--- src/pkg/adcsr_defs.svh ---
// Constants for the converter control and status register block
// Functional notes
// - Control bit 7 high turns reference buffer off
// - Control bit 6 gates DMA requests, resets 0
// - Control bit 5 enables interrupt on results
// - Control bit 4 high disables the converter
// - Bits 3:1 select the conversion trigger source
// - Start bit starts only in software mode
// - Start bit never self-clears after conversion
// - Status bit 0 ready, bits 7:1 zero
// - Reading result clears the ready flag
// - Result holds 12 bits at 13:2, resets zero
// - Control register eight bits, reset 0x90
// - Status register eight bits, reset zero
// - Gain register sixteen bits read-write, reset zero
// - Offset register sixteen bits read-write, reset zero
// - Ready stays set until read, power-down, reset
// - Every new result pulses interrupt when enabled
// - Coefficients are stored only, never applied
`ifndef ADCSR_DEFS_SVH
`define ADCSR_DEFS_SVH

// ---------------------------------------------------------------
// Register byte addresses
// ---------------------------------------------------------------
`define ADCSR_ADDR_CTRL    32'h4005_0004
`define ADCSR_ADDR_STATUS  32'h4005_0008
`define ADCSR_ADDR_RESULT  32'h4005_000c
`define ADCSR_ADDR_GAIN    32'h4005_0010
`define ADCSR_ADDR_OFFSET  32'h4005_0014

// ---------------------------------------------------------------
// Reset values
// ---------------------------------------------------------------
`define ADCSR_CTRL_RST     8'h90
`define ADCSR_STATUS_RST   1'h0
`define ADCSR_RESULT_RST   12'h000
`define ADCSR_COEF_RST     16'h0000

// ---------------------------------------------------------------
// Field layout
// ---------------------------------------------------------------
`define ADCSR_CTRL_W       8
`define ADCSR_COEF_W       16
`define ADCSR_RES_W        12
`define ADCSR_RES_LSB      2
`define ADCSR_START_BIT    0
`define ADCSR_MODE_HI      3
`define ADCSR_MODE_LO      1

// ---------------------------------------------------------------
// Trigger codes
// ---------------------------------------------------------------
`define ADCSR_MODE_SOFT    3'h0
`define ADCSR_MODE_CONTINUOUS_CONVERT    3'h1
`define ADCSR_MODE_T0      3'h3
`define ADCSR_MODE_T1      3'h4
`define ADCSR_MODE_PIN     3'h5

// ---------------------------------------------------------------
// Timing for software: reference buffer settling
// ---------------------------------------------------------------
`define ADCSR_CLK_HZ          10000000
`define ADCSR_REFERENCE_BUFFER_OFF_SETTLE_US 5000
`define ADCSR_REFERENCE_BUFFER_OFF_SETTLE_CYC ((`ADCSR_REFERENCE_BUFFER_OFF_SETTLE_US * (`ADCSR_CLK_HZ / 1000000)))

`endif

--- src/pkg/adcsr_pkg.sv ---
// Types shared by the converter control and status block
package adcsr_pkg;
  `include "adcsr_defs.svh"

  // ---------------------------------------------------------------
  // Register selection
  // ---------------------------------------------------------------
  typedef enum logic [2:0] {
    ADCSR_SEL_NONE,
    ADCSR_SEL_CTRL,
    ADCSR_SEL_STATUS,
    ADCSR_SEL_RESULT,
    ADCSR_SEL_GAIN,
    ADCSR_SEL_OFFSET
  } adcsr_sel_t;

  // ---------------------------------------------------------------
  // Control register fields, msb first
  // ---------------------------------------------------------------
  typedef struct packed {
    logic       reference_buffer_off;
    logic       dma_enable;
    logic       interrupt_enable_bit;
    logic       converter_disable;
    logic [2:0] trigger_select;
    logic       sw_start;
  } adcsr_ctrl_t;

  // ---------------------------------------------------------------
  // Converter core carriers
  // ---------------------------------------------------------------
  typedef struct packed {
    logic       start;
    logic       power_down;
    logic       reference_buffer_off;
  } adcsr_core_cmd_t;

  typedef struct packed {
    logic                     done;
    logic [`ADCSR_RES_W-1:0]  data;
  } adcsr_core_res_t;

  // ---------------------------------------------------------------
  // Module state
  // ---------------------------------------------------------------
  typedef struct packed {
    logic s1;
    logic s2;
    logic s3;
  } adcsr_sync_state_t;

  typedef struct packed {
    adcsr_ctrl_t              ctrl;
    logic                     ready;
    logic [`ADCSR_RES_W-1:0]  result;
    logic [`ADCSR_COEF_W-1:0] gain;
    logic [`ADCSR_COEF_W-1:0] offset;
    logic                     busy;
    logic                     start_pulse;
    logic                     irq_pulse;
    logic                     dma_req;
    logic [31:0]              prdata;
    logic                     slverr;
  } adcsr_state_t;
endpackage

--- src/core/adcsr_edge_sync.sv ---
// Two-stage synchroniser with rising-edge detect for a pin input
`timescale 1ns/1ps
module adcsr_edge_sync (
  input  wire logic pclk,
  input  wire logic presetn,
  input  wire logic pin_in,
  output logic      rise
);
  import adcsr_pkg::*;

  adcsr_sync_state_t s_ff;
  adcsr_sync_state_t nxt_s;

  // ---------------------------------------------------------------
  // First stage feeds only the second; edge uses stages two and three
  // ---------------------------------------------------------------
  always_comb begin
    nxt_s    = s_ff;
    nxt_s.s1 = pin_in;
    nxt_s.s2 = s_ff.s1;
    nxt_s.s3 = s_ff.s2;
  end

  always_ff @(posedge pclk or negedge presetn) begin
    if (!presetn) begin
      s_ff <= '0;
    end else begin
      s_ff <= nxt_s;
    end
  end

  assign rise = s_ff.s2 & ~s_ff.s3;
endmodule

--- src/core/adcsr_regs.sv ---
// Converter control, status, result and coefficient registers on APB
`timescale 1ns/1ps
`include "adcsr_defs.svh"
module adcsr_regs (
  input  wire logic                       pclk,
  input  wire logic                       presetn,
  input  wire logic                       psel,
  input  wire logic                       penable,
  input  wire logic                       pwrite,
  input  wire logic [31:0]                paddr,
  input  wire logic [31:0]                pwdata,
  input  wire logic [3:0]                 pstrb,
  output logic      [31:0]                prdata,
  output logic                            pready,
  output logic                            pslverr,
  output adcsr_pkg::adcsr_core_cmd_t      core_cmd,
  input  wire adcsr_pkg::adcsr_core_res_t core_res,
  input  wire logic                       timer_zero_overflow_trigger,
  input  wire logic                       timer_one_overflow_trigger,
  input  wire logic                       port0_pin3_trigger,
  output logic                            irq,
  output logic                            dma_req,
  input  wire logic                       dma_ack
);
  import adcsr_pkg::*;

  adcsr_state_t s_ff;
  adcsr_state_t nxt_s;
  logic         pin_rise;
  logic         setup_ph;
  logic         access_ph;
  adcsr_sel_t   sel;
  logic         wr_acc;
  logic         rd_acc;
  logic         sw_start_wr;
  logic         trig;
  logic         start_ok;

  // ---------------------------------------------------------------
  // Address decode
  // ---------------------------------------------------------------
  function automatic adcsr_sel_t decode(input logic [31:0] a);
    adcsr_sel_t r;
    r = ADCSR_SEL_NONE;
    case (a)
      `ADCSR_ADDR_CTRL:   r = ADCSR_SEL_CTRL;
      `ADCSR_ADDR_STATUS: r = ADCSR_SEL_STATUS;
      `ADCSR_ADDR_RESULT: r = ADCSR_SEL_RESULT;
      `ADCSR_ADDR_GAIN:   r = ADCSR_SEL_GAIN;
      `ADCSR_ADDR_OFFSET: r = ADCSR_SEL_OFFSET;
      default:            r = ADCSR_SEL_NONE;
    endcase
    return r;
  endfunction

  // Byte-lane merge for the sixteen-bit registers
  function automatic logic [`ADCSR_COEF_W-1:0] merge16(
    input logic [`ADCSR_COEF_W-1:0] old,
    input logic [31:0]              wd,
    input logic [3:0]               st
  );
    logic [`ADCSR_COEF_W-1:0] r;
    r = old;
    if (st[0]) begin
      r[7:0] = wd[7:0];
    end
    if (st[1]) begin
      r[15:8] = wd[15:8];
    end
    return r;
  endfunction

  // ---------------------------------------------------------------
  // Pin trigger synchroniser
  // ---------------------------------------------------------------
  adcsr_edge_sync u_pin_sync (
    .pclk    (pclk),
    .presetn (presetn),
    .pin_in  (port0_pin3_trigger),
    .rise    (pin_rise)
  );

  // ---------------------------------------------------------------
  // Bus phase and transfer qualifiers
  // ---------------------------------------------------------------
  assign setup_ph  = psel & ~penable;
  assign access_ph = psel & penable;
  assign sel       = decode(paddr);
  assign wr_acc    = access_ph & pwrite;
  assign rd_acc    = access_ph & ~pwrite;

  // Start write counts only when the written mode is software trigger
  assign sw_start_wr = wr_acc && (sel == ADCSR_SEL_CTRL) && pstrb[0]
                       && pwdata[`ADCSR_START_BIT]
                       && (pwdata[`ADCSR_MODE_HI:`ADCSR_MODE_LO] == `ADCSR_MODE_SOFT);

  // ---------------------------------------------------------------
  // Trigger source selection
  // ---------------------------------------------------------------
  always_comb begin
    case (s_ff.ctrl.trigger_select)
      `ADCSR_MODE_SOFT: trig = sw_start_wr;
      `ADCSR_MODE_CONTINUOUS_CONVERT: trig = 1'b1;
      `ADCSR_MODE_T0:   trig = timer_zero_overflow_trigger;
      `ADCSR_MODE_T1:   trig = timer_one_overflow_trigger;
      `ADCSR_MODE_PIN:  trig = pin_rise;
      default:          trig = 1'b0;
    endcase
  end

  // Converter must be powered and idle to accept a new start
  assign start_ok = trig & ~s_ff.ctrl.converter_disable & ~s_ff.busy;

  // ---------------------------------------------------------------
  // Next-state logic
  // ---------------------------------------------------------------
  always_comb begin
    nxt_s             = s_ff;
    nxt_s.start_pulse = 1'b0;
    nxt_s.irq_pulse   = 1'b0;

    // Read data and error are captured in the setup phase
    if (setup_ph) begin
      nxt_s.slverr = (sel == ADCSR_SEL_NONE);
      case (sel)
        ADCSR_SEL_CTRL:   nxt_s.prdata = {24'h000000, s_ff.ctrl};
        ADCSR_SEL_STATUS: nxt_s.prdata = {31'h00000000, s_ff.ready};
        ADCSR_SEL_RESULT: nxt_s.prdata = {16'h0000, 2'h0, s_ff.result, 2'h0};
        ADCSR_SEL_GAIN:   nxt_s.prdata = {16'h0000, s_ff.gain};
        ADCSR_SEL_OFFSET: nxt_s.prdata = {16'h0000, s_ff.offset};
        default:          nxt_s.prdata = 32'h00000000;
      endcase
    end

    // Register writes; start bit keeps the written value
    if (wr_acc) begin
      case (sel)
        ADCSR_SEL_CTRL: begin
          if (pstrb[0]) begin
            nxt_s.ctrl = adcsr_ctrl_t'(pwdata[`ADCSR_CTRL_W-1:0]);
          end
        end
        ADCSR_SEL_GAIN:   nxt_s.gain   = merge16(s_ff.gain, pwdata, pstrb);
        ADCSR_SEL_OFFSET: nxt_s.offset = merge16(s_ff.offset, pwdata, pstrb);
        default: begin
        end
      endcase
    end

    // Reading the result clears ready
    if (rd_acc && (sel == ADCSR_SEL_RESULT)) begin
      nxt_s.ready = 1'b0;
    end

    // Power-down clears ready and abandons any conversion in flight
    if (nxt_s.ctrl.converter_disable) begin
      nxt_s.ready = 1'b0;
      nxt_s.busy  = 1'b0;
    end

    if (dma_ack) begin
      nxt_s.dma_req = 1'b0;
    end

    // New result; sets win over same-cycle clears
    if (core_res.done && !s_ff.ctrl.converter_disable) begin
      nxt_s.result    = core_res.data;
      nxt_s.ready     = 1'b1;
      nxt_s.busy      = 1'b0;
      nxt_s.irq_pulse = s_ff.ctrl.interrupt_enable_bit;
      if (s_ff.ctrl.dma_enable) begin
        nxt_s.dma_req = 1'b1;
      end
    end

    if (start_ok && !core_res.done) begin
      nxt_s.busy        = 1'b1;
      nxt_s.start_pulse = 1'b1;
    end
  end

  // ---------------------------------------------------------------
  // State register
  // ---------------------------------------------------------------
  always_ff @(posedge pclk or negedge presetn) begin
    if (!presetn) begin
      s_ff             <= '0;
      s_ff.ctrl        <= adcsr_ctrl_t'(`ADCSR_CTRL_RST);
      s_ff.ready       <= `ADCSR_STATUS_RST;
      s_ff.result      <= `ADCSR_RESULT_RST;
      s_ff.gain        <= `ADCSR_COEF_RST;
      s_ff.offset      <= `ADCSR_COEF_RST;
    end else begin
      s_ff <= nxt_s;
    end
  end

  // ---------------------------------------------------------------
  // Outputs
  // ---------------------------------------------------------------
  assign prdata                        = s_ff.prdata;
  assign pready                        = access_ph;
  assign pslverr                       = access_ph & s_ff.slverr;
  // One driver for the whole command struct
  assign core_cmd = '{start:                s_ff.start_pulse,
                      power_down:           s_ff.ctrl.converter_disable,
                      reference_buffer_off: s_ff.ctrl.reference_buffer_off};
  assign irq                           = s_ff.irq_pulse;
  assign dma_req                       = s_ff.dma_req;
endmodule

--- config.mk ---
export PLATFORM = sky130hd
export DESIGN_NAME = adcsr_regs
export DESIGN_NICKNAME = d
export VERILOG_FILES = /design/src/pkg/adcsr_pkg.sv /design/src/core/adcsr_edge_sync.sv /design/src/core/adcsr_regs.sv
export VERILOG_INCLUDE_DIRS = /design/src /design/src/pkg
export SDC_FILE = /design/constraint.sdc
export NUM_CORES = 1
export LEC_CHECK = 0
export BUFFER_PORTS_ARGS = -buffer_cell sky130_fd_sc_hd__buf_2
export CAP_MARGIN = 20
export CORE_MARGIN = 1
export CORE_UTILIZATION = 40
export CTS_CLUSTER_DIAMETER = 40
export DETAILED_ROUTE_END_ITERATION = 16
export PLACE_DENSITY = 0.75
export SYNTH_ARGS = -nofsm -noshare
export SYNTH_HDL_FRONTEND = slang
export SYNTH_SLANG_ARGS = --single-unit
export TNS_END_PERCENT = 20
--- constraint.sdc ---
create_clock -name pclk -period 1.9 [get_ports pclk]
set_clock_uncertainty 0.1 [all_clocks]
set_input_delay 0.57 -clock pclk [delete_from_list [all_inputs] [get_ports pclk]]
set_output_delay 0.57 -clock pclk [all_outputs]
set_load 0.02 [all_outputs]
==> flow_summary.ini, run 1 <==
[synthesis]
async_reset_ff_share_pct = 100
synthCells = 312
synth-compound-area-share_pct = 8.44
synth.cell_area_um2 = 3820
ys_seq_elements = 77
synth_top_family_by_area = multiplexers
synth_common_cells = 75 x dfrtp_1, 48 x mux2_2, 37 x buf_4
synthSimpleGateAreaFrac_pct = 13.2
muxShareOfSynthArea_pct = 19.6
synthAdderAreaFrac_pct = 0
synth_cell_types = 48
yosys-top-cells-area = dfrtp_1 49%, mux2_2 14%, buf_4 7.3%
synth_ff_type = dfrtp_1
synth_edf_count = 0
synth_area_leader_cell = dfrtp_1
yosysWarnings = 0
synth_xor_area_share_pct = 0
synth.top_cell.area_share_pct = 49.1
syn_area_per_cell_um2 = 12.3
post-synth-top-count-cell = dfrtp_1
seq_area_frac_synth_pct = 50.5

[floorplan]
die_x_um = 99.8
die_h_um = 99.8
core_um2 = 9240
fp.dieArea_um2 = 9950
pin_count = 129
start_util_pct = 41.4
rows = 35

[placement]
dp_worst_setup_slack_ns = -0.676
dpl.hpwl_um = 6800
dpl.cell_count = 546
gpl.final_weighted_congestion = 0.852
numPortBuffers = 94

[cts]
cts_max_path_buffers = 2
cts_tree = built
htreeDepth = 3
clock_latency_ns = 0.37
path_clk_slew_ns = 0.09
cts_root_buf = clkbuf_8
cts.sink_count = 77
ctsHoldBuffers = 0
cts_made_buffers = 9

[detailed_routing]
wl_per_cell_um = 16.5
ant_nets = 0
via_per_inst = 5.09
drcViolationCount = 0
dr_total_vias = 2858
wl_um = 9290
drt_first_pass_iters = 4
drtIter0Drc = 117

[cells_and_area]
drive_gt1_share_pct = 52.9
num_antenna_cells = 0
syn_to_final_growth_pct = 29.0
final_util_pct = 53.4
nets = 518
fin_cells = 562

[timing]
drv_slew = 0
fin_crit_ns = 2.16
setup_viol = 47
hold_viol = 0
max_freq_mhz = 462
rsz0062_at_grt = true
fin_crit_sh_pct = 114
fin_setup_tns_ns = -9.80
fin_hold_ws_ns = 0.136
setup_ws_ns = -0.264

[global_route]
antenna_found_initial = 0
grt_pass1_vias = 2908
grt_max_degree = 78
grt_pass1_wl_um = 15100
grtUsageTotal_pct = 20.1
globalRoute.totalOverflow = 0

[power_and_ir_drop]
p_sw_uw = 812
p_comb_share_pct = 9.5
powerDensity_nw_per_um2 = 682
p_int_mw = 2.55
p_seq_share_pct = 50.2
switching_share_pct = 24.1
vdd_ir_drop_max_mv = 0.301
p_leak_nw = 2.47
clkPwrFrac_pct = 40.4

[critical_path]
crit_slowest_cell = or4b_4
crit_family = simple AND/OR/NAND/NOR gates
crit_chain = buf_6 -> or4b_4 -> or3b_1 -> buf_6 -> nand3_4 -> mux2_2
worstPathRequired_ns = 2.05
cp-start-kind = input port
crit_type = input port to register
path_buf_inv = 2
cp_slowest_stage_delay_ns = 0.54
worstPathMaxFanout = 8
critPathArrivalTime_ns = 2.31
r2r_slack_ns = 0.23
endpoint_kind = register
crit_top_cell = buf_6

[run_status]
violations = setup timing
outcome = complete, but fails checks

[flow_run]
drv_cap = 0

[worst_hold_path]
hold_path_class = input port to async pin
metal layers:
| metal | up-vias | track usage, % | wire length, um |
|---|---|---|---|
| met5 | - | 0 | 0 |
| met2 | 124 | 32.4 | 4310 |
| li1 | 1324 | - | - |
| met3 | 11 | 5.15 | 641 |
| met4 | 0 | 5.54 | 114 |
| met1 | 1399 | 26.8 | 4220 |
cell usage in the layout, fill, tap and decap left out, types with 3 or more instances in the layout:
master    count
inv_1         3
a22oi_2       4
buf_6         6
and2_1        4
buf_4        33
o21ai_0       5
buf_2        90
nor4_2        3
conb_1       16
clkbuf_8      9
dfrtp_1      75
a32oi_1       4
mux2_4       19
o21ai_1       5
mux2i_1       9
mux2_2       38
nor2b_1       5
a22oi_1       7
and3_1        3
nand2_1      23
nor4b_1       3
nor2_1        9
buf_12        4
o221ai_1      6
nand2b_1      3
path summary, 6_finish.rpt:
check / from / cells after the start / to
min in group pclk: port0_pin3_trigger / 1 / u_pin_sync.nxt_s[1]
max reg2reg: s_ff[85] / 5 / s_ff[36]
max: paddr[5] / 6 / s_ff[60]
max in group asynchronous: presetn / 2 / core_cmd[1]
min: presetn / 2 / s_ff[48]
min reg2reg: u_pin_sync.nxt_s[1] / 0 / u_pin_sync.nxt_s[0]
worst register-to-register path, cell delays in order (launching register included):
cell      delay, ns
dfrtp_1        0.44
nor4b_1        0.32
nand3b_1       0.12
or3_1          0.31
o22ai_1        0.18
o21bai_1       0.13
area by class of cell:
class / count / area [um2]
clock buffer: 10 / 128
sequential: 77 / 1930
tap: 129 / 161
timing repair buffer: 133 / 846
inverter: 3 / 11.3
multi-input combinational: 204 / 1770
fill: 809 / 4310
clock inverter: 6 / 88.8
flip-flops by register name (all words and copies together), names as in the netlist:
name              count
core_cmd              3
s_ff                 53
prdata               16
dma_req               1
u_pin_sync.s_ff       1
irq                   1
u_pin_sync.nxt_s      2
stage by stage:
| step | cell area [um2] | power (mW) |
|---|---|---|
| 3_5_place_dp | 4550 | 2.02 |
| 2_1_floorplan | 3880 | 1.85 |
| 6_report | 4930 | 3.36 |
| 5_1_grt | 4930 | 3.51 |
| 3_3_place_gp | 4550 | 2.01 |
| 4_1_cts | 4900 | 3.39 |
what timing repair did:
action | in CTS | in global routing
pin swaps | 7 | 6
buffers inserted | 1 | 0
endpoints found under the setup margin | 56 | 57
gates resized for setup | 26 | 10
endpoints found under the hold margin | 0 | 0
kinds of logic (layout without fill, tap and decap cells):
group           after synthesis  in the layout
compound gates               44             44
other cells                   1             16
buf+inv                      46            152
simple gates                 78             78
flops                        77             77
mux                          66             66
power by group through the flow:
stage               sequential (mW)  clock (mW)  combinational [mW]
finish                         1.69        1.36               0.318
global route                   1.69        1.47               0.349
CTS                            1.69        1.39               0.315
detailed placement             1.72           0               0.306
global placement               1.72           0               0.299
floorplan                      1.71           0               0.142
Note: power is estimated with default switching activity, not from simulation.
==> run 2: changes to the inputs <==
Settings changed: CTS_BUF_LIST set to sky130_fd_sc_hd__clkbuf_2 sky130_fd_sc_hd__clkbuf_4 sky130_fd_sc_hd__clkbuf_8, CTS_CLUSTER_SIZE set to 16, SETUP_SLACK_MARGIN set to 0.3.
==> flow_summary.ini, run 2 (synthesized netlist as in run 1, its figures left out) <==
[cells_and_area]
nets = 522
regArea_um2 = 1930
most-common-layout-cells = 75 x dfrtp_1, 72 x buf_2, 32 x mux2_2
fill_cells = 777
layout_commonest_cell = dfrtp_1
num_antenna_cells = 0
largest_reg_flops = 53
regMostFlops = s_ff
multi_input_area_um2 = 1850
syn_to_final_growth_pct = 35.9
stdcell_area_um2 = 5200
final_util_pct = 56.2
drive_gt1_share_pct = 55.6

[global_route]
globalRoute.totalOverflow = 0
grt_max_degree = 78
grtUsageTotal_pct = 20.7
grt_pass1_vias = 3003
top_usage_layer = met2
globalRouteMet3Util_pct = 4.60
grt_util_met2_pct = 33.6
grtUsageMet1_pct = 27.5
grt_pass1_wl_um = 15600
antenna_found_initial = 0

[critical_path]
crit_type = input port to register
reg2regPathDepth = 5
worstPathRequired_ns = 2.04
critPathArrivalTime_ns = 2.32
endpoint_kind = register
cp-start-kind = input port
worstPathMaxFanout = 8

[placement]
placed_cell_area_um2 = 4550
dpl.hpwl_um = 6800
gpl.final_weighted_congestion = 0.852
numPortBuffers = 94

[detailed_routing]
ant_nets = 0
drt_first_pass_iters = 4
via_per_inst = 5.14
wl_um = 9740
drcViolationCount = 0
drtIter0Drc = 127
dr_total_vias = 2907
wl_per_cell_um = 17.2

[cts]
cts.sink_count = 77
cts_made_buffers = 9
cts_tree = built
cts_root_buf = clkbuf_8
path_clk_slew_ns = 0.09
cts_max_path_buffers = 2
clock_latency_ns = 0.35
ctsHoldBuffers = 0
htreeDepth = 3

[timing]
setup_viol = 48
fin_crit_ns = 2.18
max_freq_mhz = 459
setup_ws_ns = -0.279
rsz0062_at_grt = true
hold_viol = 0
drv_slew = 0
fin_hold_ws_ns = 0.138
fin_crit_sh_pct = 115

[floorplan]
start_util_pct = 41.4
die_x_um = 99.8
pin_count = 129
core_um2 = 9240
fp.dieArea_um2 = 9950
die_h_um = 99.8
rows = 35

[run_status]
outcome = complete, but fails checks
violations = setup timing

[power_and_ir_drop]
finalPower_mw = 3.41
powerDensity_nw_per_um2 = 655
p_leak_nw = 2.54
vdd_ir_drop_max_mv = 0.351

[worst_hold_path]
hold_path_class = input port to async pin

[flow_run]
drv_cap = 0
==> run 2: changes by cell type in the layout (fill, tap and decap cells not counted), sizes merged <==
cell	previous run	this run
buf	133	137
==> run 2: power breakdown <==
part / total (mW) / internal, mW / switching, mW
Combinational: 0.337 / 0.158 / 0.179
Clock: 1.38 / 0.754 / 0.627
Sequential: 1.69 / 1.67 / 0.0206
==> run 2: layer usage <==
metal	up-vias	part of all wire [%]
li1	1328	-
met3	18	5.9
met5	-	0
met4	0	1.9
met2	123	47
met1	1438	45
==> run 2: final timing paths <==
check                                     from             endpoint  slack, ns
min in group pclk           port0_pin3_trigger  u_pin_sync.nxt_s[1]       0.22
setup / recovery                      paddr[5]             s_ff[57]      -0.28
hold / removal                         presetn             s_ff[48]       0.14
hold reg to reg            u_pin_sync.nxt_s[1]  u_pin_sync.nxt_s[0]       0.25
max in group asynchronous              presetn          core_cmd[1]       1.21
setup reg to reg                      s_ff[85]             s_ff[36]       0.26
==> run 2: worst max-delay path: stages <==
cell and delay [ns]:
buf_6 0.09, or4b_4 0.54, or3b_4 0.40, buf_12 0.16
nand3_4 0.19, mux2_2 0.36
==> run 2: layout make-up <==
type / instances / share of cell area [%]
clock buffer: 10 / 2.53
clock inverter: 6 / 1.71
inverter: 3 / 0.217
multi-input combinational: 204 / 35.6
sequential: 77 / 37.1
tap: 129 / 3.11
timing repair buffer: 137 / 19.8
==> run 2: what timing repair did <==
item,4_1_cts,5_1_grt
pin swaps,10,9
gates resized for setup,71,30
endpoints found under the setup margin,70,77
setup buffers,2,2
==> run 2: per-stage QoR <==
| step | setup TNS, ns | worst slack, ns | instances |
|---|---|---|---|
| global route | -11.59 | -0.316 | 566 |
| CTS | -9.24 | -0.263 | 564 |
| finish | -9.95 | -0.279 | 566 |
| detailed placement | -34.41 | -0.676 | 546 |
| global placement | -32.54 | -0.644 | 546 |
| floorplan | -23.16 | -0.493 | 327 |
==> run 3: changes to the inputs <==
Settings changed: CORE_UTILIZATION 40 to 31, CTS_CLUSTER_SIZE 16 to unset, GPL_TIMING_DRIVEN set to 1, PLACE_DENSITY 0.75 to 0.63.
==> flow_summary.ini, run 3 (synthesized netlist as in run 1, its figures left out) <==
[cts]
cts.sink_count = 77
cts_tree = built
cts_root_buf = clkbuf_8
htreeDepth = 3
path_clk_slew_ns = 0.09
cts_max_path_buffers = 2
clock_latency_ns = 0.35
cts_made_buffers = 9
ctsHoldBuffers = 0

[global_route]
grt_pass1_wl_um = 15500
grt_pass1_vias = 2956
antenna_found_initial = 0
grt_max_degree = 27
globalRoute.totalOverflow = 0
grtUsageTotal_pct = 15.9

[flow_run]
drv_cap = 0

[detailed_routing]
wl_um = 9800
drtIter0Drc = 97
drcViolationCount = 0
drt_first_pass_iters = 4
ant_nets = 0
dr_total_vias = 2879
wl_per_cell_um = 16.6
via_per_inst = 4.87

[floorplan]
pin_count = 129
die_x_um = 113
core_um2 = 12000
rows = 40
fp.dieArea_um2 = 12800
start_util_pct = 31.8
die_h_um = 113

[run_status]
outcome = complete, but fails checks
violations = setup timing

[critical_path]
startpoint = paddr[0]
cp-start-kind = input port
reg2regPathDepth = 5
endpoint_kind = register
critPathArrivalTime_ns = 2.31
rr_startpoint = s_ff[85]
crit_type = input port to register
worstPathRequired_ns = 2.02
worstPathMaxFanout = 8

[placement]
dpl.hpwl_um = 7240
numPortBuffers = 94
dp_worst_setup_slack_ns = -0.662
gpl.final_weighted_congestion = 0.803

[cells_and_area]
drive_gt1_share_pct = 56.3
syn_to_final_growth_pct = 38.7
layout_commonest_cell = dfrtp_1
nets = 529
num_antenna_cells = 0
regMostFlops = s_ff
largest_reg_flops = 53
final_util_pct = 44.2
most-common-layout-cells = 75 x dfrtp_1, 69 x buf_2, 38 x buf_4

[timing]
rsz0062_at_grt = true
setup_ws_ns = -0.287
drv_slew = 0
fin_crit_sh_pct = 115
max_freq_mhz = 457
setup_viol = 51
hold_viol = 0
fin_crit_ns = 2.19

[power_and_ir_drop]
p_leak_nw = 2.56
powerDensity_nw_per_um2 = 624
vdd_ir_drop_max_mv = 0.293
finalPower_mw = 3.31

[worst_hold_path]
hold_path_class = input port to async pin
-- run 3: final timing paths --
path,slack (ns),end
max reg2reg,0.26,s_ff[36]
max in group asynchronous,1.18,s_ff[42]
min reg2reg,0.26,u_pin_sync.nxt_s[0]
max,-0.29,s_ff[42]
min in group pclk,0.23,u_pin_sync.nxt_s[1]
min,0.02,s_ff[56]
-- run 3: per-layer routing --
layer	GRT usage, %	vias to the layer above	share of wire (%)
li1	-	1348	-
met1	22.1	1424	49
met2	25.2	99	45
met3	3.37	8	4.7
met4	4.04	0	1.2
met5	0	-	0
-- run 3: stage by stage --
step / setup TNS [ns] / instance area (um2) / hold WS [ns] / std cells
final: -10.81 / 5300 / 0.0220 / 591
after global routing: -12.14 / 5300 / 0.0145 / 591
after CTS: -9.74 / 5050 / 0.0205 / 586
after detailed placement: -33.54 / 4590 / 0.238 / 567
after global placement: -32.61 / 4590 / 0.237 / 567
after floorplan: -23.16 / 3880 / 0.174 / 327
-- run 3: area by class of cell --
class | count | area [um2]
repair buffers | 144 | 1090
inverters | 3 | 11.3
well taps | 147 | 184
clock inverters | 6 | 70.1
fillers | 1109 | 6710
multi-input cells | 204 | 1880
flip-flops and latches | 77 | 1930
clock buffers | 10 | 138
-- run 3: power breakdown --
part | internal (mW) | switching, mW
sequential | 1.67 | 0.0225
clock | 0.652 | 0.629
combinational | 0.157 | 0.183
-- run 3: repair_timing --
action	in CTS	in global routing
setup buffers	3	5
gates resized for setup	56	50
setup endpoints to repair	65	79
pin swaps	11	9
-- run 3: worst max-delay path: stages --
cell     delay (ns)
buf_6          0.09
or4_4          0.55
nor3_4         0.19
and3_4         0.22
buf_8          0.12
nand4_4        0.20
mux2_4         0.36
